<file path="config.mk">
export PLATFORM = sky130hd
export DESIGN_NAME = csl_clock_synth_lock_reset
export DESIGN_NICKNAME = d
export VERILOG_FILES = /design/src/verilog/csl_pkg.sv /design/src/verilog/csl_sync2.sv /design/src/verilog/csl_clock_synth_lock_reset.sv
export SDC_FILE = /design/constraint.sdc
export NUM_CORES = 1
export LEC_CHECK = 0
export ABC_AREA = 1
export BUFFER_PORTS_ARGS = -buffer_cell sky130_fd_sc_hd__buf_2
export CAP_MARGIN = 20
export CORE_ASPECT_RATIO = 1.75
export CORE_MARGIN = 2
export CORE_UTILIZATION = 61
export DETAILED_ROUTE_END_ITERATION = 10
export PLACE_DENSITY = 0.84
export SYNTH_ARGS = -nofsm -noshare
export SYNTH_HDL_FRONTEND = slang
export SYNTH_HIERARCHICAL = 1
export SYNTH_SLANG_ARGS = --single-unit
export TNS_END_PERCENT = 50
</file>
<file path="constraint.sdc">
create_clock -name clk_sys -period 6.5 [get_ports clk_sys]
set_input_delay 0.65 -clock clk_sys [delete_from_list [all_inputs] [get_ports clk_sys]]
set_output_delay 0.65 -clock clk_sys [all_outputs]
set_load 0.01 [all_outputs]
</file>
<file path="src/verilog/csl_pkg.sv">
/*
  csl_pkg: shared constants, state type and helper function for the clock
  synthesizer, lock and reset block.
  Assumes a 32-bit classic Wishbone register bus with byte addresses.
*/
`default_nettype none

package csl_pkg;

    // register byte addresses
    localparam logic [7:0] CSL_CTRL_ADDR = 8'h00;
    localparam logic [7:0] CSL_STATUS_ADDR = 8'h04;

    // control field positions
    localparam int CSL_MULT_LSB = 0;
    localparam int CSL_DIV_LSB = 8;
    localparam int CSL_FLD_W = 6;
    localparam int CSL_HALVE_BIT = 16;
    localparam int CSL_FB1X_BIT = 17;
    localparam int CSL_GCLK_BIT = 18;
    localparam int CSL_SOFT_RST_BIT = 24;

    // status field positions
    localparam int CSL_LOCKED_BIT = 0;
    localparam int CSL_IN_RST_BIT = 1;
    localparam int CSL_PVALID_BIT = 2;
    localparam int CSL_PERIOD_LSB = 16;

    // control reset value: multiplier 4, divisor 1, feedback single rate,
    // global input buffer, no halving, soft reset off
    localparam logic [31:0] CSL_CTRL_RST = 32'h0006_0104;
    localparam logic [31:0] CSL_CTRL_MASK = 32'h0107_3F3F;

    // legal setting ranges
    localparam logic [5:0] CSL_MULT_MIN = 6'h02;
    localparam logic [5:0] CSL_MULT_MAX = 6'h20;
    localparam logic [5:0] CSL_DIV_MIN = 6'h01;
    localparam logic [5:0] CSL_DIV_MAX = 6'h20;

    // widths
    localparam int CSL_PERIOD_W = 16;
    localparam int CSL_ACC_W = 24;

    // timing counts in system clock cycles; the lock count is in input periods
    localparam logic [15:0] CSL_SYNC_LAT = 16'h0003;
    localparam logic [15:0] CSL_FB_TOL = 16'h0002;
    localparam logic [15:0] CSL_PERIOD_TOL = 16'h0001;
    localparam logic [15:0] CSL_CNT_MAX = 16'hFFFF;
    localparam logic [2:0] CSL_LOCK_PERIODS = 3'h4;

    typedef enum logic [1:0] {
        CSL_ST_RESET,
        CSL_ST_WAIT,
        CSL_ST_MEAS,
        CSL_ST_RUN
    } csl_state_t;

    function automatic logic [5:0] csl_clamp(
        input logic [5:0] v,
        input logic [5:0] lo,
        input logic [5:0] hi
    );
        logic [5:0] r;
        r = v;
        if (v < lo)
        begin
            r = lo;
        end
        else if (v > hi)
        begin
            r = hi;
        end
        return r;
    endfunction : csl_clamp

endpackage : csl_pkg

`default_nettype wire

</file>
<file path="src/verilog/csl_sync2.sv">
/*
  csl_sync2: two flip-flop synchronizer for one level.
  Assumes d may change at any time relative to clk; only q is read outside.
*/
`timescale 1ns/1ns
`default_nettype none

module csl_sync2 (
    input wire logic clk,
    input wire logic rst_n,
    input wire logic d,
    output logic q
);

    logic meta_reg;

    always_ff @(posedge clk or negedge rst_n)
    begin
        if (!rst_n)
        begin
            meta_reg <= 1'b0;
            q <= 1'b0;
        end
        else
        begin
            meta_reg <= d;
            q <= meta_reg;
        end
    end

endmodule : csl_sync2

`default_nettype wire

</file>
<file path="src/verilog/csl_clock_synth_lock_reset.sv">
/*
  csl_clock_synth_lock_reset: digital clock manager slice. Rebuilds the base
  clock from the sampled source clock, synthesizes M/D times its effective
  frequency with an inverted twin, checks feedback alignment and raises lock.
  Assumes clk_sys is well above 4x the source clock and the synthesized
  clock stays below half of clk_sys; registers sit on classic Wishbone.
*/
`timescale 1ns/1ns
`default_nettype none

module csl_clock_synth_lock_reset (
    input wire logic clk_sys,
    input wire logic arst_n,
    input wire logic wb_cyc_i,
    input wire logic wb_stb_i,
    input wire logic wb_we_i,
    input wire logic [7:0] wb_adr_i,
    input wire logic [3:0] wb_sel_i,
    input wire logic [31:0] wb_dat_i,
    output logic [31:0] wb_dat_o,
    output logic wb_ack_o,
    input wire logic source_clk_in,
    input wire logic feedback_clk_in,
    input wire logic manager_reset_in,
    input wire logic global_set_reset,
    output logic synth_clk_out,
    output logic synth_clk_inv_out,
    output logic base_clk_out,
    output logic locked_out
);

    logic rst_n;
    logic src_s;
    logic fb_s;
    logic rst_pin_s;
    logic gsr_s;

    csl_sync2 u_rst_sync (.clk(clk_sys), .rst_n(arst_n), .d(1'b1), .q(rst_n));
    csl_sync2 u_src_sync (.clk(clk_sys), .rst_n(rst_n), .d(source_clk_in), .q(src_s));
    csl_sync2 u_fb_sync (.clk(clk_sys), .rst_n(rst_n), .d(feedback_clk_in), .q(fb_s));
    csl_sync2 u_rpin_sync (.clk(clk_sys), .rst_n(rst_n), .d(manager_reset_in), .q(rst_pin_s));
    csl_sync2 u_gsr_sync (.clk(clk_sys), .rst_n(rst_n), .d(global_set_reset), .q(gsr_s));

    // register bus
    logic ack_reg;
    logic [31:0] dat_reg;
    logic [31:0] ctrl_reg;
    logic [31:0] ctrl_next;
    logic [31:0] status_word;
    logic wb_hit;

    assign wb_hit = wb_cyc_i & wb_stb_i & ~ack_reg;
    assign wb_ack_o = ack_reg;
    assign wb_dat_o = dat_reg;

    always_comb
    begin
        ctrl_next = ctrl_reg;
        for (int i = 0; i < 4; i++)
        begin
            if (wb_sel_i[i])
            begin
                ctrl_next[8*i +: 8] = wb_dat_i[8*i +: 8];
            end
        end
        ctrl_next = ctrl_next & csl_pkg::CSL_CTRL_MASK;
    end

    always_ff @(posedge clk_sys or negedge rst_n)
    begin
        if (!rst_n)
        begin
            ack_reg <= 1'b0;
        end
        else
        begin
            ack_reg <= wb_hit;
        end
    end

    always_ff @(posedge clk_sys or negedge rst_n)
    begin
        if (!rst_n)
        begin
            ctrl_reg <= csl_pkg::CSL_CTRL_RST;
        end
        else if (wb_hit && wb_we_i && wb_adr_i == csl_pkg::CSL_CTRL_ADDR)
        begin
            ctrl_reg <= ctrl_next;
        end
    end

    always_ff @(posedge clk_sys or negedge rst_n)
    begin
        if (!rst_n)
        begin
            dat_reg <= 32'h0000_0000;
        end
        else if (wb_hit && !wb_we_i)
        begin
            // unmapped addresses read as zero but are still acknowledged
            unique case (wb_adr_i)
                csl_pkg::CSL_CTRL_ADDR: dat_reg <= ctrl_reg;
                csl_pkg::CSL_STATUS_ADDR: dat_reg <= status_word;
                default: dat_reg <= 32'h0000_0000;
            endcase
        end
    end

    // manager reset: pin, global set/reset and soft bit
    logic mgr_rst_reg;

    always_ff @(posedge clk_sys or negedge rst_n)
    begin
        if (!rst_n)
        begin
            mgr_rst_reg <= 1'b1;
        end
        else
        begin
            mgr_rst_reg <= rst_pin_s | gsr_s | ctrl_reg[csl_pkg::CSL_SOFT_RST_BIT];
        end
    end

    // settings are captured only while held in reset, so a change takes effect
    // at the next reset release
    logic [5:0] act_mult_reg;
    logic [5:0] act_div_reg;
    logic act_half_reg;
    logic act_fb_reg;
    logic act_gclk_reg;

    always_ff @(posedge clk_sys or negedge rst_n)
    begin
        if (!rst_n)
        begin
            act_mult_reg <= csl_pkg::CSL_MULT_MIN;
            act_div_reg <= csl_pkg::CSL_DIV_MIN;
            act_half_reg <= 1'b0;
            act_fb_reg <= 1'b0;
            act_gclk_reg <= 1'b0;
        end
        else if (mgr_rst_reg)
        begin
            act_mult_reg <= csl_pkg::csl_clamp(
                ctrl_reg[csl_pkg::CSL_MULT_LSB +: csl_pkg::CSL_FLD_W],
                csl_pkg::CSL_MULT_MIN, csl_pkg::CSL_MULT_MAX);
            act_div_reg <= csl_pkg::csl_clamp(
                ctrl_reg[csl_pkg::CSL_DIV_LSB +: csl_pkg::CSL_FLD_W],
                csl_pkg::CSL_DIV_MIN, csl_pkg::CSL_DIV_MAX);
            act_half_reg <= ctrl_reg[csl_pkg::CSL_HALVE_BIT];
            act_fb_reg <= ctrl_reg[csl_pkg::CSL_FB1X_BIT];
            act_gclk_reg <= ctrl_reg[csl_pkg::CSL_GCLK_BIT];
        end
    end

    // edges and input halving
    logic src_d_reg;
    logic fb_d_reg;
    logic half_tog_reg;
    logic src_rise;
    logic fb_rise;
    logic eff_rise;

    assign src_rise = src_s & ~src_d_reg;
    assign fb_rise = fb_s & ~fb_d_reg;
    assign eff_rise = src_rise & (~act_half_reg | ~half_tog_reg);

    always_ff @(posedge clk_sys or negedge rst_n)
    begin
        if (!rst_n)
        begin
            src_d_reg <= 1'b0;
            fb_d_reg <= 1'b0;
        end
        else
        begin
            src_d_reg <= src_s;
            fb_d_reg <= fb_s;
        end
    end

    always_ff @(posedge clk_sys or negedge rst_n)
    begin
        if (!rst_n)
        begin
            half_tog_reg <= 1'b0;
        end
        else if (mgr_rst_reg)
        begin
            half_tog_reg <= 1'b0;
        end
        else if (src_rise)
        begin
            half_tog_reg <= ~half_tog_reg;
        end
    end

    // state and period measurement
    csl_pkg::csl_state_t state_reg;
    logic [15:0] cnt_reg;
    logic [15:0] period_reg;
    logic [15:0] new_period;
    logic cnt_sat;

    assign new_period = cnt_reg + 16'h0001;
    assign cnt_sat = (cnt_reg == csl_pkg::CSL_CNT_MAX);

    always_ff @(posedge clk_sys or negedge rst_n)
    begin
        if (!rst_n)
        begin
            state_reg <= csl_pkg::CSL_ST_RESET;
        end
        else if (mgr_rst_reg)
        begin
            state_reg <= csl_pkg::CSL_ST_RESET;
        end
        else
        begin
            unique case (state_reg)
                csl_pkg::CSL_ST_RESET: state_reg <= csl_pkg::CSL_ST_WAIT;
                csl_pkg::CSL_ST_WAIT: if (eff_rise) state_reg <= csl_pkg::CSL_ST_MEAS;
                csl_pkg::CSL_ST_MEAS: if (eff_rise) state_reg <= csl_pkg::CSL_ST_RUN;
                // a vanished source clock drops back to waiting
                csl_pkg::CSL_ST_RUN: if (cnt_sat) state_reg <= csl_pkg::CSL_ST_WAIT;
            endcase
        end
    end

    always_ff @(posedge clk_sys or negedge rst_n)
    begin
        if (!rst_n)
        begin
            cnt_reg <= 16'h0000;
            period_reg <= 16'h0000;
        end
        else if (mgr_rst_reg)
        begin
            cnt_reg <= 16'h0000;
            period_reg <= 16'h0000;
        end
        else if (eff_rise)
        begin
            cnt_reg <= 16'h0000;
            if (state_reg != csl_pkg::CSL_ST_WAIT)
            begin
                period_reg <= new_period;
            end
        end
        else if (!cnt_sat)
        begin
            cnt_reg <= new_period;
        end
    end

    // feedback alignment: expected detection point depends on compensation
    logic [15:0] fb_expect;
    logic fb_aligned;
    logic fb_ok_reg;

    assign fb_expect = act_gclk_reg ? 16'h0000 : csl_pkg::CSL_SYNC_LAT;
    assign fb_aligned = fb_rise && (
        (cnt_reg >= fb_expect && (cnt_reg - fb_expect) <= csl_pkg::CSL_FB_TOL) ||
        (cnt_reg < fb_expect && (fb_expect - cnt_reg) <= csl_pkg::CSL_FB_TOL) ||
        (cnt_reg >= fb_expect && (period_reg + fb_expect - cnt_reg) <= csl_pkg::CSL_FB_TOL));

    always_ff @(posedge clk_sys or negedge rst_n)
    begin
        if (!rst_n)
        begin
            fb_ok_reg <= 1'b0;
        end
        else if (mgr_rst_reg)
        begin
            fb_ok_reg <= 1'b0;
        end
        else if (eff_rise)
        begin
            // an aligned edge in the clearing cycle counts for the next period
            fb_ok_reg <= fb_aligned;
        end
        else if (fb_aligned)
        begin
            fb_ok_reg <= 1'b1;
        end
    end

    // lock: enough consecutive stable periods, aligned when feedback is used
    logic [2:0] good_cnt_reg;
    logic locked_reg;
    logic period_good;

    assign period_good = ((new_period >= period_reg) ? (new_period - period_reg)
                         : (period_reg - new_period)) <= csl_pkg::CSL_PERIOD_TOL;

    always_ff @(posedge clk_sys or negedge rst_n)
    begin
        if (!rst_n)
        begin
            good_cnt_reg <= 3'h0;
            locked_reg <= 1'b0;
        end
        else if (mgr_rst_reg || state_reg != csl_pkg::CSL_ST_RUN || cnt_sat)
        begin
            good_cnt_reg <= 3'h0;
            locked_reg <= 1'b0;
        end
        else if (eff_rise)
        begin
            if (period_good && (fb_ok_reg || fb_aligned || !act_fb_reg))
            begin
                if (good_cnt_reg != csl_pkg::CSL_LOCK_PERIODS)
                begin
                    good_cnt_reg <= good_cnt_reg + 3'h1;
                end
                locked_reg <= (good_cnt_reg + 3'h1 >= csl_pkg::CSL_LOCK_PERIODS);
            end
            else
            begin
                good_cnt_reg <= 3'h0;
                locked_reg <= 1'b0;
            end
        end
    end

    // base clock rebuilt from the true phase; compensation puts its edge at
    // the pad edge instead of after the synchronizer delay
    logic [15:0] true_phase;
    logic [15:0] wrap_phase;
    logic base_int_reg;
    logic base_int_next;
    logic base_rise;
    logic running;

    assign running = (state_reg == csl_pkg::CSL_ST_RUN) && !mgr_rst_reg && !cnt_sat;
    assign true_phase = cnt_reg + (act_gclk_reg ? csl_pkg::CSL_SYNC_LAT : 16'h0000);
    assign wrap_phase = (true_phase >= period_reg) ? (true_phase - period_reg) : true_phase;
    assign base_int_next = running && (wrap_phase < {1'b0, period_reg[15:1]});
    assign base_rise = base_int_next & ~base_int_reg;

    always_ff @(posedge clk_sys or negedge rst_n)
    begin
        if (!rst_n)
        begin
            base_int_reg <= 1'b0;
            base_clk_out <= 1'b0;
        end
        else
        begin
            base_int_reg <= base_int_next;
            base_clk_out <= base_int_next & act_fb_reg;
        end
    end

    // synthesizer: accumulate 2M per cycle, toggle each D*P, so the output
    // runs at M/(D*P) of clk_sys
    logic [5:0] div_cnt_reg;
    logic [23:0] acc_reg;
    logic [24:0] acc_sum;
    logic [23:0] acc_limit;
    logic synth_int_next;
    logic [23:0] acc_next;
    logic realign;

    // widen before the product: D*P needs up to 21 bits
    assign acc_limit = 24'(act_div_reg) * 24'(period_reg);
    assign acc_sum = {1'b0, acc_reg} + {18'h0_0000, act_mult_reg, 1'b0};
    assign realign = base_rise && (div_cnt_reg == 6'h00) && act_fb_reg;

    always_comb
    begin
        acc_next = acc_sum[23:0];
        synth_int_next = synth_clk_out;
        if (!running)
        begin
            acc_next = 24'h00_0000;
            synth_int_next = 1'b0;
        end
        else if (realign)
        begin
            acc_next = 24'h00_0000;
            synth_int_next = 1'b1;
        end
        else if (acc_sum >= {1'b0, acc_limit})
        begin
            acc_next = 24'(acc_sum - {1'b0, acc_limit});
            synth_int_next = ~synth_clk_out;
        end
    end

    always_ff @(posedge clk_sys or negedge rst_n)
    begin
        if (!rst_n)
        begin
            div_cnt_reg <= 6'h00;
        end
        else if (!running)
        begin
            div_cnt_reg <= 6'h00;
        end
        else if (base_rise)
        begin
            div_cnt_reg <= (div_cnt_reg + 6'h01 >= act_div_reg) ? 6'h00
                : div_cnt_reg + 6'h01;
        end
    end

    always_ff @(posedge clk_sys or negedge rst_n)
    begin
        if (!rst_n)
        begin
            acc_reg <= 24'h00_0000;
            synth_clk_out <= 1'b0;
            synth_clk_inv_out <= 1'b0;
        end
        else
        begin
            acc_reg <= acc_next;
            synth_clk_out <= synth_int_next;
            synth_clk_inv_out <= running & ~synth_int_next;
        end
    end

    always_ff @(posedge clk_sys or negedge rst_n)
    begin
        if (!rst_n)
        begin
            locked_out <= 1'b0;
        end
        else
        begin
            locked_out <= locked_reg & ~mgr_rst_reg;
        end
    end

    always_comb
    begin
        status_word = 32'h0000_0000;
        status_word[csl_pkg::CSL_LOCKED_BIT] = locked_out;
        status_word[csl_pkg::CSL_IN_RST_BIT] = mgr_rst_reg;
        status_word[csl_pkg::CSL_PVALID_BIT] = (state_reg == csl_pkg::CSL_ST_RUN);
        status_word[csl_pkg::CSL_PERIOD_LSB +: csl_pkg::CSL_PERIOD_W] = period_reg;
    end
endmodule : csl_clock_synth_lock_reset

`default_nettype wire

</file>
==> flow_metrics.py, run 1 <==
metrics = {
    "outcome": {
        "status": "finished, final reports clean",
    },
    "sta": {
        "slew_violations": 0,
        "relSlewSlack_pct": 24.94,
        "hold_ws_ps": 265.0,
        "finalHoldViolCount": 0,
        "skew_ps": 9.526,
        "setup_viol": 0,
        "max_clock_freq_mhz": 160.0,
        "min_period_ps": 6249,
        "finalCritPeriodShare_pct": 96.14,
        "worstMarginPinSlew_ps": 1117,
        "finalSetupTns_ps": 0,
    },
    "yosys": {
        "synth_top_area_share_pct": 21.34,
        "synthCells": 2360,
        "synth_cell_types": 61,
        "synth_top_area_cell": "dfrtp_1",
        "ys_ff_latch": 148,
        "synth_ff_type": "dfrtp_1",
        "ys_async_sr_fraction_pct": 100.0,
        "synth_edf_count": 0,
        "avgSynthCellArea_um2": 7.006,
        "synth_area_leaders": "dfrtp_1, nand2_1, ha_1, inv_1, fa_1",
        "ys_warn_count": 6,
        "netlist_area_mm2": 0.01653,
        "ys_seq_area_share_pct": 22.45,
    },
    "placement": {
        "dp_hpwl_um": 42350,
        "gp_congestion": 0.9934,
        "io_buffers": 69,
    },
    "floorplan": {
        "die_w_um": 128.5,
        "dieHeight_um": 221.8,
        "dieArea_mm2": 0.02849,
        "io_pins": 90,
        "num_rows": 79,
        "core_area_mm2": 0.02659,
        "start_util_pct": 62.18,
    },
    "pwr": {
        "leakagePower_nw": 10.61,
        "switching_share_pct": 25.04,
        "power_frac_clock_pct": 50.9,
        "p_seq_share_pct": 44.3,
        "p_comb_share_pct": 4.7,
        "p_sw_mw": 0.5280,
        "intPower_mw": 1.580,
        "powerDensity_mw_per_mm2": 117.6,
        "vdd_drop_max_v": 0.0002494,
    },
    "global_route": {
        "grt_pass1_wl_um": 83750,
        "grt_start_max_net_pins": 64,
        "grtUsageTotal_pct": 38.32,
        "grt_pass1_vias": 16620,
        "antenna_found_initial": 0,
        "grt_overflow_total": 0,
    },
    "finish": {
        "drive_above_1_share_pct": 9.366,
        "area_growth_pct": 8.400,
        "diodes": 0,
        "final_nets": 2716,
        "largest_reg_flops": 28,
    },
    "detailed_routing": {
        "wl_per_cell_um": 19.48,
        "dr.pass1.iters": 6,
        "via_count": 16100,
        "drcViolationCount": 0,
        "viasPerCell": 5.815,
        "routed_wirelength_um": 53950,
        "drtIter0Drc": 979,
        "ant_nets": 0,
    },
    "clock_network": {
        "tritoncts": "built",
        "clock_latency_ps": 450,
        "ctsHtreeMaxLevel": 4,
        "clock-sinks": 148,
        "clockBufferDepth": 2,
        "clk_pin_slew_ps": 70,
        "cts-buffers-inserted": 17,
        "clock-root-buffer": "clkbuf_16",
    },
    "setup_path": {
        "cpPeakStageDelay_ps": 620,
        "crit_path_top_delay_cell": "dfstp_2",
        "worstPathArrival_ps": 6560,
        "cp_max_fo": 14,
        "criticalPathCategory": "reg2reg",
        "worstSetupStartpointType": "register",
        "crit_path_end_kind": "register",
        "ff2ff_path_depth": 30,
        "required_ps": 6810,
        "critPathMostFrequentCell": "nand2_1",
        "r2r_slack_ps": 250,
    },
    "job": {
        "drv_cap": 0,
    },
    "worst_hold_path": {
        "holdCritPathClass": "reg2async",
    },
}
## cell type report
cell class                      count  area, um2
Clock inverter                     14      188.9
Timing Repair Buffer              109      661.9
Multi-Input combinational cell   1751      11000
Fill cell                        2361       8667
Inverter                          405       1520
Sequential cell                   148       3716
Clock buffer                       18      429.2
Tap cell                          324      405.4
## power by group through the flow
stage / registers (mW) / clock network [mW] / logic, mW
detailed placement: 0.952 / 0 / 0.0957
CTS: 0.935 / 1.07 / 0.0976
floorplan: 0.959 / 0 / 0.0555
finish: 0.935 / 1.07 / 0.0997
global route: 0.936 / 1.11 / 0.111
global placement: 0.952 / 0 / 0.0929
## logic make-up (layout without fill, tap and decap cells)
kind of cell / Yosys count / count (layout) / share of synthesized area, %
simple gates: 1058 / 1058 / 27.30
buf+inv: 464 / 546 / 11.25
compound gates: 322 / 322 / 11.09
fa+ha+maj: 231 / 231 / 20.48
flops: 148 / 148 / 22.45
xor+xnor: 120 / 120 / 6.357
mux: 15 / 15 / 1.022
other cells: 2 / 5 / 0.04542
## cells in the final DEF (no fill, tap or decap), types with 36 or more instances in the layout
cell     instances
buf_4           36
xor2_1          88
ha_1           163
nand3_1        117
fa_1            66
nor2_1         205
dfrtp_1        140
inv_1          394
o21ai_0         95
buf_2           70
nand2_1        617
a21oi_1        111
## synthesized netlist by cell type, types with 5 or more instances
cell	count
nor3_1	27
dfrtp_1	141
or2_2	8
mux2_2	15
xnor2_1	32
o21ai_1	25
fa_1	66
nor2_1	205
o211ai_1	10
a21oi_1	113
buf_4	8
nand3_1	118
ha_1	165
o21bai_1	6
inv_2	7
dfstp_2	7
nand2_1	617
clkbuf_1	27
a21o_1	7
o21ai_0	96
inv_1	394
a21oi_2	6
nand2_2	12
buf_2	12
o21a_1	5
nor4_1	7
nand3_2	5
nand3b_1	16
buf_6	8
nand4_1	19
xor2_1	88
a31oi_1	10
o22ai_1	20
## per-layer routing
layer	wire length, um	up-vias	part of all wire, %	GRT usage, %
li1	-	7617	-	-
met1	17070	7562	32	34.41
met2	28200	627	52	70.02
met3	2831	296	5.2	7.529
met4	5847	0	11	34.60
met5	0	-	0	0
## critical path, delay by kind of cell (launching register included)
family | cells | cell delay, ps
adder cells (fa/ha/maj) | 5 | 2110
AO/OA/AOI/OAI | 9 | 1730
AND/OR/NAND/NOR | 9 | 900
flip-flops | 1 | 620
buffers and inverters | 6 | 610
XOR/XNOR | 1 | 160
## through the flow
stage | std cells | cell area [um2] | utilization, % | total power [mW] | worst slack (ps)
after detailed placement | 2732 | 17240 | 64.82 | 1.048 | 184.5
after global placement | 2732 | 17240 | 64.82 | 1.045 | 257.3
after CTS | 2765 | 17860 | 67.18 | 2.105 | 98.87
after global routing | 2769 | 17920 | 67.40 | 2.160 | -32.76
after floorplan | 2363 | 16540 | - | 1.015 | 415.1
final | 2769 | 17920 | 67.40 | 2.108 | 251.2
## repair_timing
item                       CTS  global route
setup buffers                0             3
setup endpoints to repair    0            26
hold buffers                 1             0
hold endpoints to repair     2             0
gates resized for setup      0            10
## final timing paths
kind                                       start                   to
worst max-delay path              act_div_reg[0]           acc_reg[2]
worst min-delay path                u_rst_sync/q      act_mult_reg[3]
worst max register to register    act_div_reg[0]           acc_reg[2]
worst min register to register      u_rst_sync/q      act_mult_reg[3]
max in group asynchronous           u_rst_sync/q         wb_dat_o[23]
min in group clk_sys            global_set_reset  u_gsr_sync/meta_reg
Power figures use the tool's default switching activity.
==> inputs of run 2 (changes only) <==
CORE_UTILIZATION = 32   (was 61)
CTS_BUF_LIST = sky130_fd_sc_hd__clkbuf_4   (was not set)
GPL_TIMING_DRIVEN = 0   (was not set)
PLACE_DENSITY = 0.51   (was 0.84)
==> run 2 against run 1 <==
Clock power shrank 40%. Critical path depth stayed put. Routed wire length up 1.9%. Via count down 4.2%. Sequential power about the same. First-iteration DRC count shrank 24%. Global-route usage fell by 18 points. Worst setup slack better by 98 ps. Clock-buffer cell count fell by 1. Fmax rose by 1.6%. Die area grew 88%. Total power down 20%. Largest power group is now sequential cells.
==> flow_metrics.py, run 2 (synthesis results as in run 1) <==
metrics = {
    "outcome": {
        "status": "finished, final reports clean",
    },
    "global_route": {
        "grtUsageTotal_pct": 20.81,
        "grt_pass1_wl_um": 85930,
        "antenna_found_initial": 2,
        "grt_overflow_total": 0,
        "grt_pass1_vias": 16380,
        "grt_start_max_net_pins": 69,
    },
    "clock_network": {
        "cts-buffers-inserted": 17,
        "clock-root-buffer": "clkbuf_4",
        "clockBufferDepth": 2,
        "clock-sinks": 148,
        "ctsHtreeMaxLevel": 4,
        "tritoncts": "built",
        "clock_latency_ps": 630,
        "clk_pin_slew_ps": 160,
    },
    "setup_path": {
        "r2r-start": "act_div_reg[0]",
        "timing.rr.end": "acc_reg[20]",
        "cp_max_fo": 10,
        "criticalPathCategory": "reg2reg",
        "crit_path_top_delay_cell": "dfstp_2",
        "crit_path_end_kind": "register",
        "critPathMostFrequentCell": "nand2_1",
        "cpPeakStageDelay_ps": 620,
        "ff2ff_path_depth": 30,
        "r2r_slack_ps": 350,
        "required_ps": 7040,
        "worstPathArrival_ps": 6690,
        "worstSetupStartpointType": "register",
    },
    "worst_hold_path": {
        "hold_path_end": "u_gsr_sync/meta_reg",
        "min_from": "global_set_reset",
        "hold_path_depth": 1,
        "holdCritPathClass": "in2reg",
    },
    "finish": {
        "fin_util_pct": 35.67,
        "final_cells": 3144,
        "multi_input_comb_area_mm2": 0.01104,
        "final_nets": 2741,
        "largest_reg_flops": 28,
        "drive_above_1_share_pct": 10.12,
        "final_common_cell": "nand2_1",
        "design_area_mm2": 0.01826,
        "final_cell_mix": "nand2_1, inv_1, nor2_1, ha_1, dfrtp_1",
        "area_growth_pct": 10.46,
        "nFillCells": 5645,
        "seq_area_mm2": 0.003724,
    },
    "floorplan": {
        "die_w_um": 175.8,
        "core_area_mm2": 0.05120,
        "io_pins": 90,
        "num_rows": 110,
        "dieHeight_um": 304.7,
        "dieArea_mm2": 0.05357,
        "start_util_pct": 32.29,
    },
    "detailed_routing": {
        "via_count": 15430,
        "wirelength_met1_um": 18400,
        "drcViolationCount": 0,
        "routed_wirelength_um": 54990,
        "dr.pass1.iters": 5,
        "wl_met2_um": 31810,
        "drtIter0Drc": 746,
        "routed.top_layer": "met4",
        "wl_per_cell_um": 17.49,
        "ant_nets": 0,
        "met3_length_um": 1055,
        "viasPerCell": 4.907,
    },
    "sta": {
        "worstMarginPinSlew_ps": 881.2,
        "finalSetupTns_ps": 0,
        "min_period_ps": 6150,
        "max_clock_freq_mhz": 162.6,
        "finalHoldViolCount": 0,
        "skew_ps": 32.65,
        "setup_viol": 0,
        "grt_setup_unrepaired": "false",
        "finalCritPeriodShare_pct": 94.62,
        "relSlewSlack_pct": 41.06,
        "slew_violations": 0,
    },
    "placement": {
        "placed_cell_area_mm2": 0.01779,
        "gp_congestion": 0.9653,
        "io_buffers": 69,
        "dp_hpwl_um": 46290,
        "dp.cells": 3106,
    },
    "pwr": {
        "leakagePower_nw": 10.56,
        "powerDensity_mw_per_mm2": 92.33,
        "finalPower_mw": 1.686,
        "vdd_drop_max_v": 0.0001021,
    },
    "job": {
        "drv_cap": 0,
    },
}
run 2: worst max path at each step:
stage | end | start | cells after the start | slack (ps)
4_1_cts | acc_reg[20] | period_reg[1] | 30 | 5
6_report | acc_reg[20] | act_div_reg[0] | 30 | 350
3_3_place_gp | acc_reg[4] | act_div_reg[0] | 30 | -1130
5_1_grt | acc_reg[20] | act_div_reg[0] | 32 | 20
3_5_place_dp | acc_reg[4] | act_div_reg[0] | 30 | -1080
2_1_floorplan | acc_reg[14] | act_div_reg[0] | 31 | 420
run 2: layer usage:
layer,vias to the layer above,GRT usage [%]
met4,0,12.44
li1,7668,-
met2,257,43.33
met3,125,1.959
met5,-,0
met1,7379,18.56
run 2: where the power goes:
group | internal, mW | switching [mW] | leakage (nW)
Clock | 0.208 | 0.435 | 0.152
Combinational | 0.0417 | 0.0676 | 8.41
Sequential | 0.928 | 0.00609 | 2.00
Total | 1.18 | 0.509 | 10.6
run 2: timing repair:
action,4_1_cts,5_1_grt
cloned,0,0
hold buffers,1,0
setup buffers,6,3
setup endpoints to repair,26,26
pin swaps,1,2
hold endpoints to repair,2,0
resized for setup,24,18
run 2: stage by stage:
stage / setup WS, ps / hold slack (ps)
after detailed placement: -1076 / 224.4
final: 349.5 / 108.9
after floorplan: 415.1 / 331.2
after CTS: 4.978 / 58.48
after global routing: 17.16 / 42.09
after global placement: -1131 / 334.2
run 2: final cells by class:
cell class              count  share of cell area [%]
multi-input cells        1751                   60.48
flip-flops and latches    148                   20.39
inverters                 405                   8.324
well taps                 672                   4.604
repair buffers             81                   2.686
plain buffers              53                   1.905
clock inverters            15                  0.8907
clock buffers              17                  0.6988
diodes                      2                 0.02740
run 2: worst max-delay path: cells and delay by family, from the launching register on:
kind | cells | cell delay [ps]
AOI/OAI and AO/OA | 9 | 1540
xor gates and xnor gates | 1 | 160
adders and majority gates | 5 | 2180
buffers and inverters | 6 | 620
DFF | 1 | 620
and+or+nand+nor | 9 | 930
==> inputs of run 3 (changes only) <==
ABC_AREA = not set   (was 1)
==> run 3 against run 2 <==
The run now ends with negative setup slack left. Clock skew shrank 5.4 ps. Final cell count fell by 23%. Critical path depth shrank 2. Via count down 16%. Worst hold slack better by 11 ps. Clock power down 3%. Routed wire length decreased by 12%. Clock-buffer cell count unchanged. Largest cell class unchanged. Largest power group unchanged.
==> flow_metrics.py, run 3 <==
metrics = {
    "finish": {
        "seq_area_mm2": 0.003737,
        "nFillCells": 4783,
        "multi_input_comb_area_mm2": 0.01059,
        "area_growth_pct": 15.18,
        "drive_above_1_share_pct": 16.59,
        "final_cells": 2436,
        "final_cell_mix": "nor2_1, ha_1, inv_1, nand2_1, dfrtp_1",
        "final_common_cell": "nor2_1",
        "final_nets": 2122,
        "largest_reg_flops": 28,
    },
    "sta": {
        "relSlewSlack_pct": 43.34,
        "max_clock_freq_mhz": 151.6,
        "hold_ws_ps": 120.0,
        "finalHoldViolCount": 0,
        "min_period_ps": 6595,
        "worstMarginPinSlew_ps": 846.8,
        "setup_viol": 18,
        "fin_ws_ps": -94.52,
        "slew_violations": 0,
        "skew_ps": 27.23,
        "finalSetupTns_ps": -1171,
        "grt_setup_unrepaired": "true",
        "finalCritPeriodShare_pct": 101.5,
    },
    "setup_path": {
        "required_ps": 7020,
        "endpoint": "acc_reg[9]",
        "worstPathArrival_ps": 7110,
        "crit_path_top_delay_cell": "dfstp_2",
        "worstSetupStartpointType": "register",
        "setup.worst_path.start": "act_div_reg[0]",
        "cp_max_fo": 5,
        "cpPeakStageDelay_ps": 640,
        "ff2ff_path_depth": 28,
        "r2r_slack_ps": -90,
        "r2r-start": "act_div_reg[0]",
        "crit_path_end_kind": "register",
        "criticalPathCategory": "reg2reg",
        "timing.rr.end": "acc_reg[9]",
    },
    "floorplan": {
        "io_pins": 90,
        "core_area_mm2": 0.04580,
        "dieHeight_um": 288.6,
        "start_util_pct": 32.33,
        "num_rows": 104,
        "dieArea_mm2": 0.04808,
        "die_w_um": 166.6,
    },
    "yosys": {
        "avgSynthCellArea_um2": 8.705,
        "synth_edf_count": 0,
        "synthCells": 1701,
        "synth_ff_type": "dfrtp_1",
        "synth_top_area_cell": "dfrtp_1",
        "synth_top_area_share_pct": 23.83,
        "ys_seq_area_share_pct": 25.07,
        "synth_cell_types": 86,
        "ys_warn_count": 6,
        "synth_most_common_cell": "nor2_1",
        "ys_async_sr_fraction_pct": 100.0,
        "ys_top_cells_by_count": "nor2_1, ha_1, inv_1",
        "ys_ff_latch": 148,
        "synth_area_leaders": "dfrtp_1, ha_1, fa_1, xnor2_1, nor2_1",
        "netlist_area_mm2": 0.01481,
    },
    "detailed_routing": {
        "routed_wirelength_um": 48340,
        "via_count": 12910,
        "ant_nets": 0,
        "viasPerCell": 5.298,
        "drtIter0Drc": 597,
        "dr.pass1.iters": 6,
        "drcViolationCount": 0,
        "wl_per_cell_um": 19.84,
    },
    "clock_network": {
        "ctsHtreeMaxLevel": 4,
        "cts-buffers-inserted": 17,
        "clockBufferDepth": 2,
        "clock_latency_ps": 620,
        "tritoncts": "built",
        "clk_pin_slew_ps": 150,
        "clock-root-buffer": "clkbuf_4",
        "clock-sinks": 148,
    },
    "pwr": {
        "leakagePower_nw": 8.000,
        "vdd_drop_max_v": 0.00008516,
        "powerDensity_mw_per_mm2": 107.5,
    },
    "global_route": {
        "grt_start_max_net_pins": 68,
        "grtUsageTotal_pct": 20.37,
        "grt_pass1_wl_um": 75840,
        "grt_pass1_vias": 13700,
        "grt_overflow_total": 0,
        "antenna_found_initial": 2,
    },
    "worst_hold_path": {
        "holdCritPathClass": "in2reg",
    },
    "placement": {
        "gp_congestion": 0.9317,
        "dp_hpwl_um": 38700,
        "dp.cells": 2357,
        "place_ws_ps": -1768,
        "io_buffers": 68,
    },
    "job": {
        "drv_cap": 0,
    },
    "outcome": {
        "violations": "negative setup slack",
        "status": "complete, but fails checks",
    },
}
## run 3: layer usage
metal / up-vias / GRT usage [%] / part of all wire (%)
li1: 6208 / - / -
met1: 6352 / 19.50 / 35
met2: 221 / 41.12 / 56
met3: 124 / 1.754 / 1.7
met4: 0 / 13.02 / 7.0
met5: - / 0 / 0
## run 3: kinds of logic (layout without fill, tap and decap cells)
group,count (synthesis),after routing,share of synthesized area (%)
AO/OA/AOI/OAI,389,389,17.08
XOR/XNOR,114,114,6.743
adder cells (fa/ha/maj),231,231,22.86
buffers and inverters,205,352,5.518
flip-flops,148,148,25.07
multiplexers,71,71,5.053
other,2,7,0.05072
AND/OR/NAND/NOR,541,541,17.62
## run 3: stage by stage
| step | util (%) | area (um2) | power, mW |
|---|---|---|---|
| after floorplan | - | 14840 | 1.122 |
| after global placement | 34.72 | 15910 | 1.196 |
| after detailed placement | 34.86 | 15970 | 1.205 |
| after CTS | 36.70 | 16810 | 1.847 |
| after global routing | 37.24 | 17060 | 1.923 |
| final | 37.24 | 17060 | 1.833 |
## run 3: power by group
part / switching, mW / total (mW) / internal, mW
clock: 0.415 / 0.624 / 0.209
combinational: 0.154 / 0.267 / 0.113
sequential: 0.0115 / 0.942 / 0.930
total: 0.581 / 1.83 / 1.25
## run 3: final cells by class
cell class                 instances  area share (%)
buffer                            52           1.827
sequential                       148           21.91
timing repair buffer             117           4.629
tap                              583           4.277
clock inverter                    15          0.9610
inverter                         151           3.499
antenna                            2         0.02934
multi-input combinational       1351           62.12
clock buffer                      17          0.7483
## run 3: worst min-delay path by stage
stage / end / startpoint / cells after the start / slack [ps]
finish: u_fb_sync/meta_reg / feedback_clk_in / 1 / 120
global route: u_gsr_sync/meta_reg / global_set_reset / 1 / 60
CTS: u_fb_sync/meta_reg / feedback_clk_in / 1 / 70
detailed placement: u_gsr_sync/meta_reg / u_rst_sync/q / 0 / 270
global placement: u_rpin_sync/q / u_rpin_sync/meta_reg / 0 / 330
floorplan: u_fb_sync/q / u_fb_sync/meta_reg / 0 / 330
## run 3: repair_timing
action,in CTS,in global routing
pin swaps,27,28
gates cloned,2,0
endpoints found under the hold margin,2,0
endpoints found under the setup margin,37,36
buffers inserted,26,18
gates resized for setup,94,33
hold buffers,1,0
## run 3: critical path: cells and delay by family, from the launching register on
| kind | cells | cell delay (ps) |
|---|---|---|
| mux | 1 | 200 |
| fa+ha+maj | 5 | 1860 |
| xor+xnor | 1 | 220 |
| flops | 1 | 640 |
| simple gates | 5 | 650 |
| compound gates | 11 | 2370 |
| buf+inv | 5 | 540 |
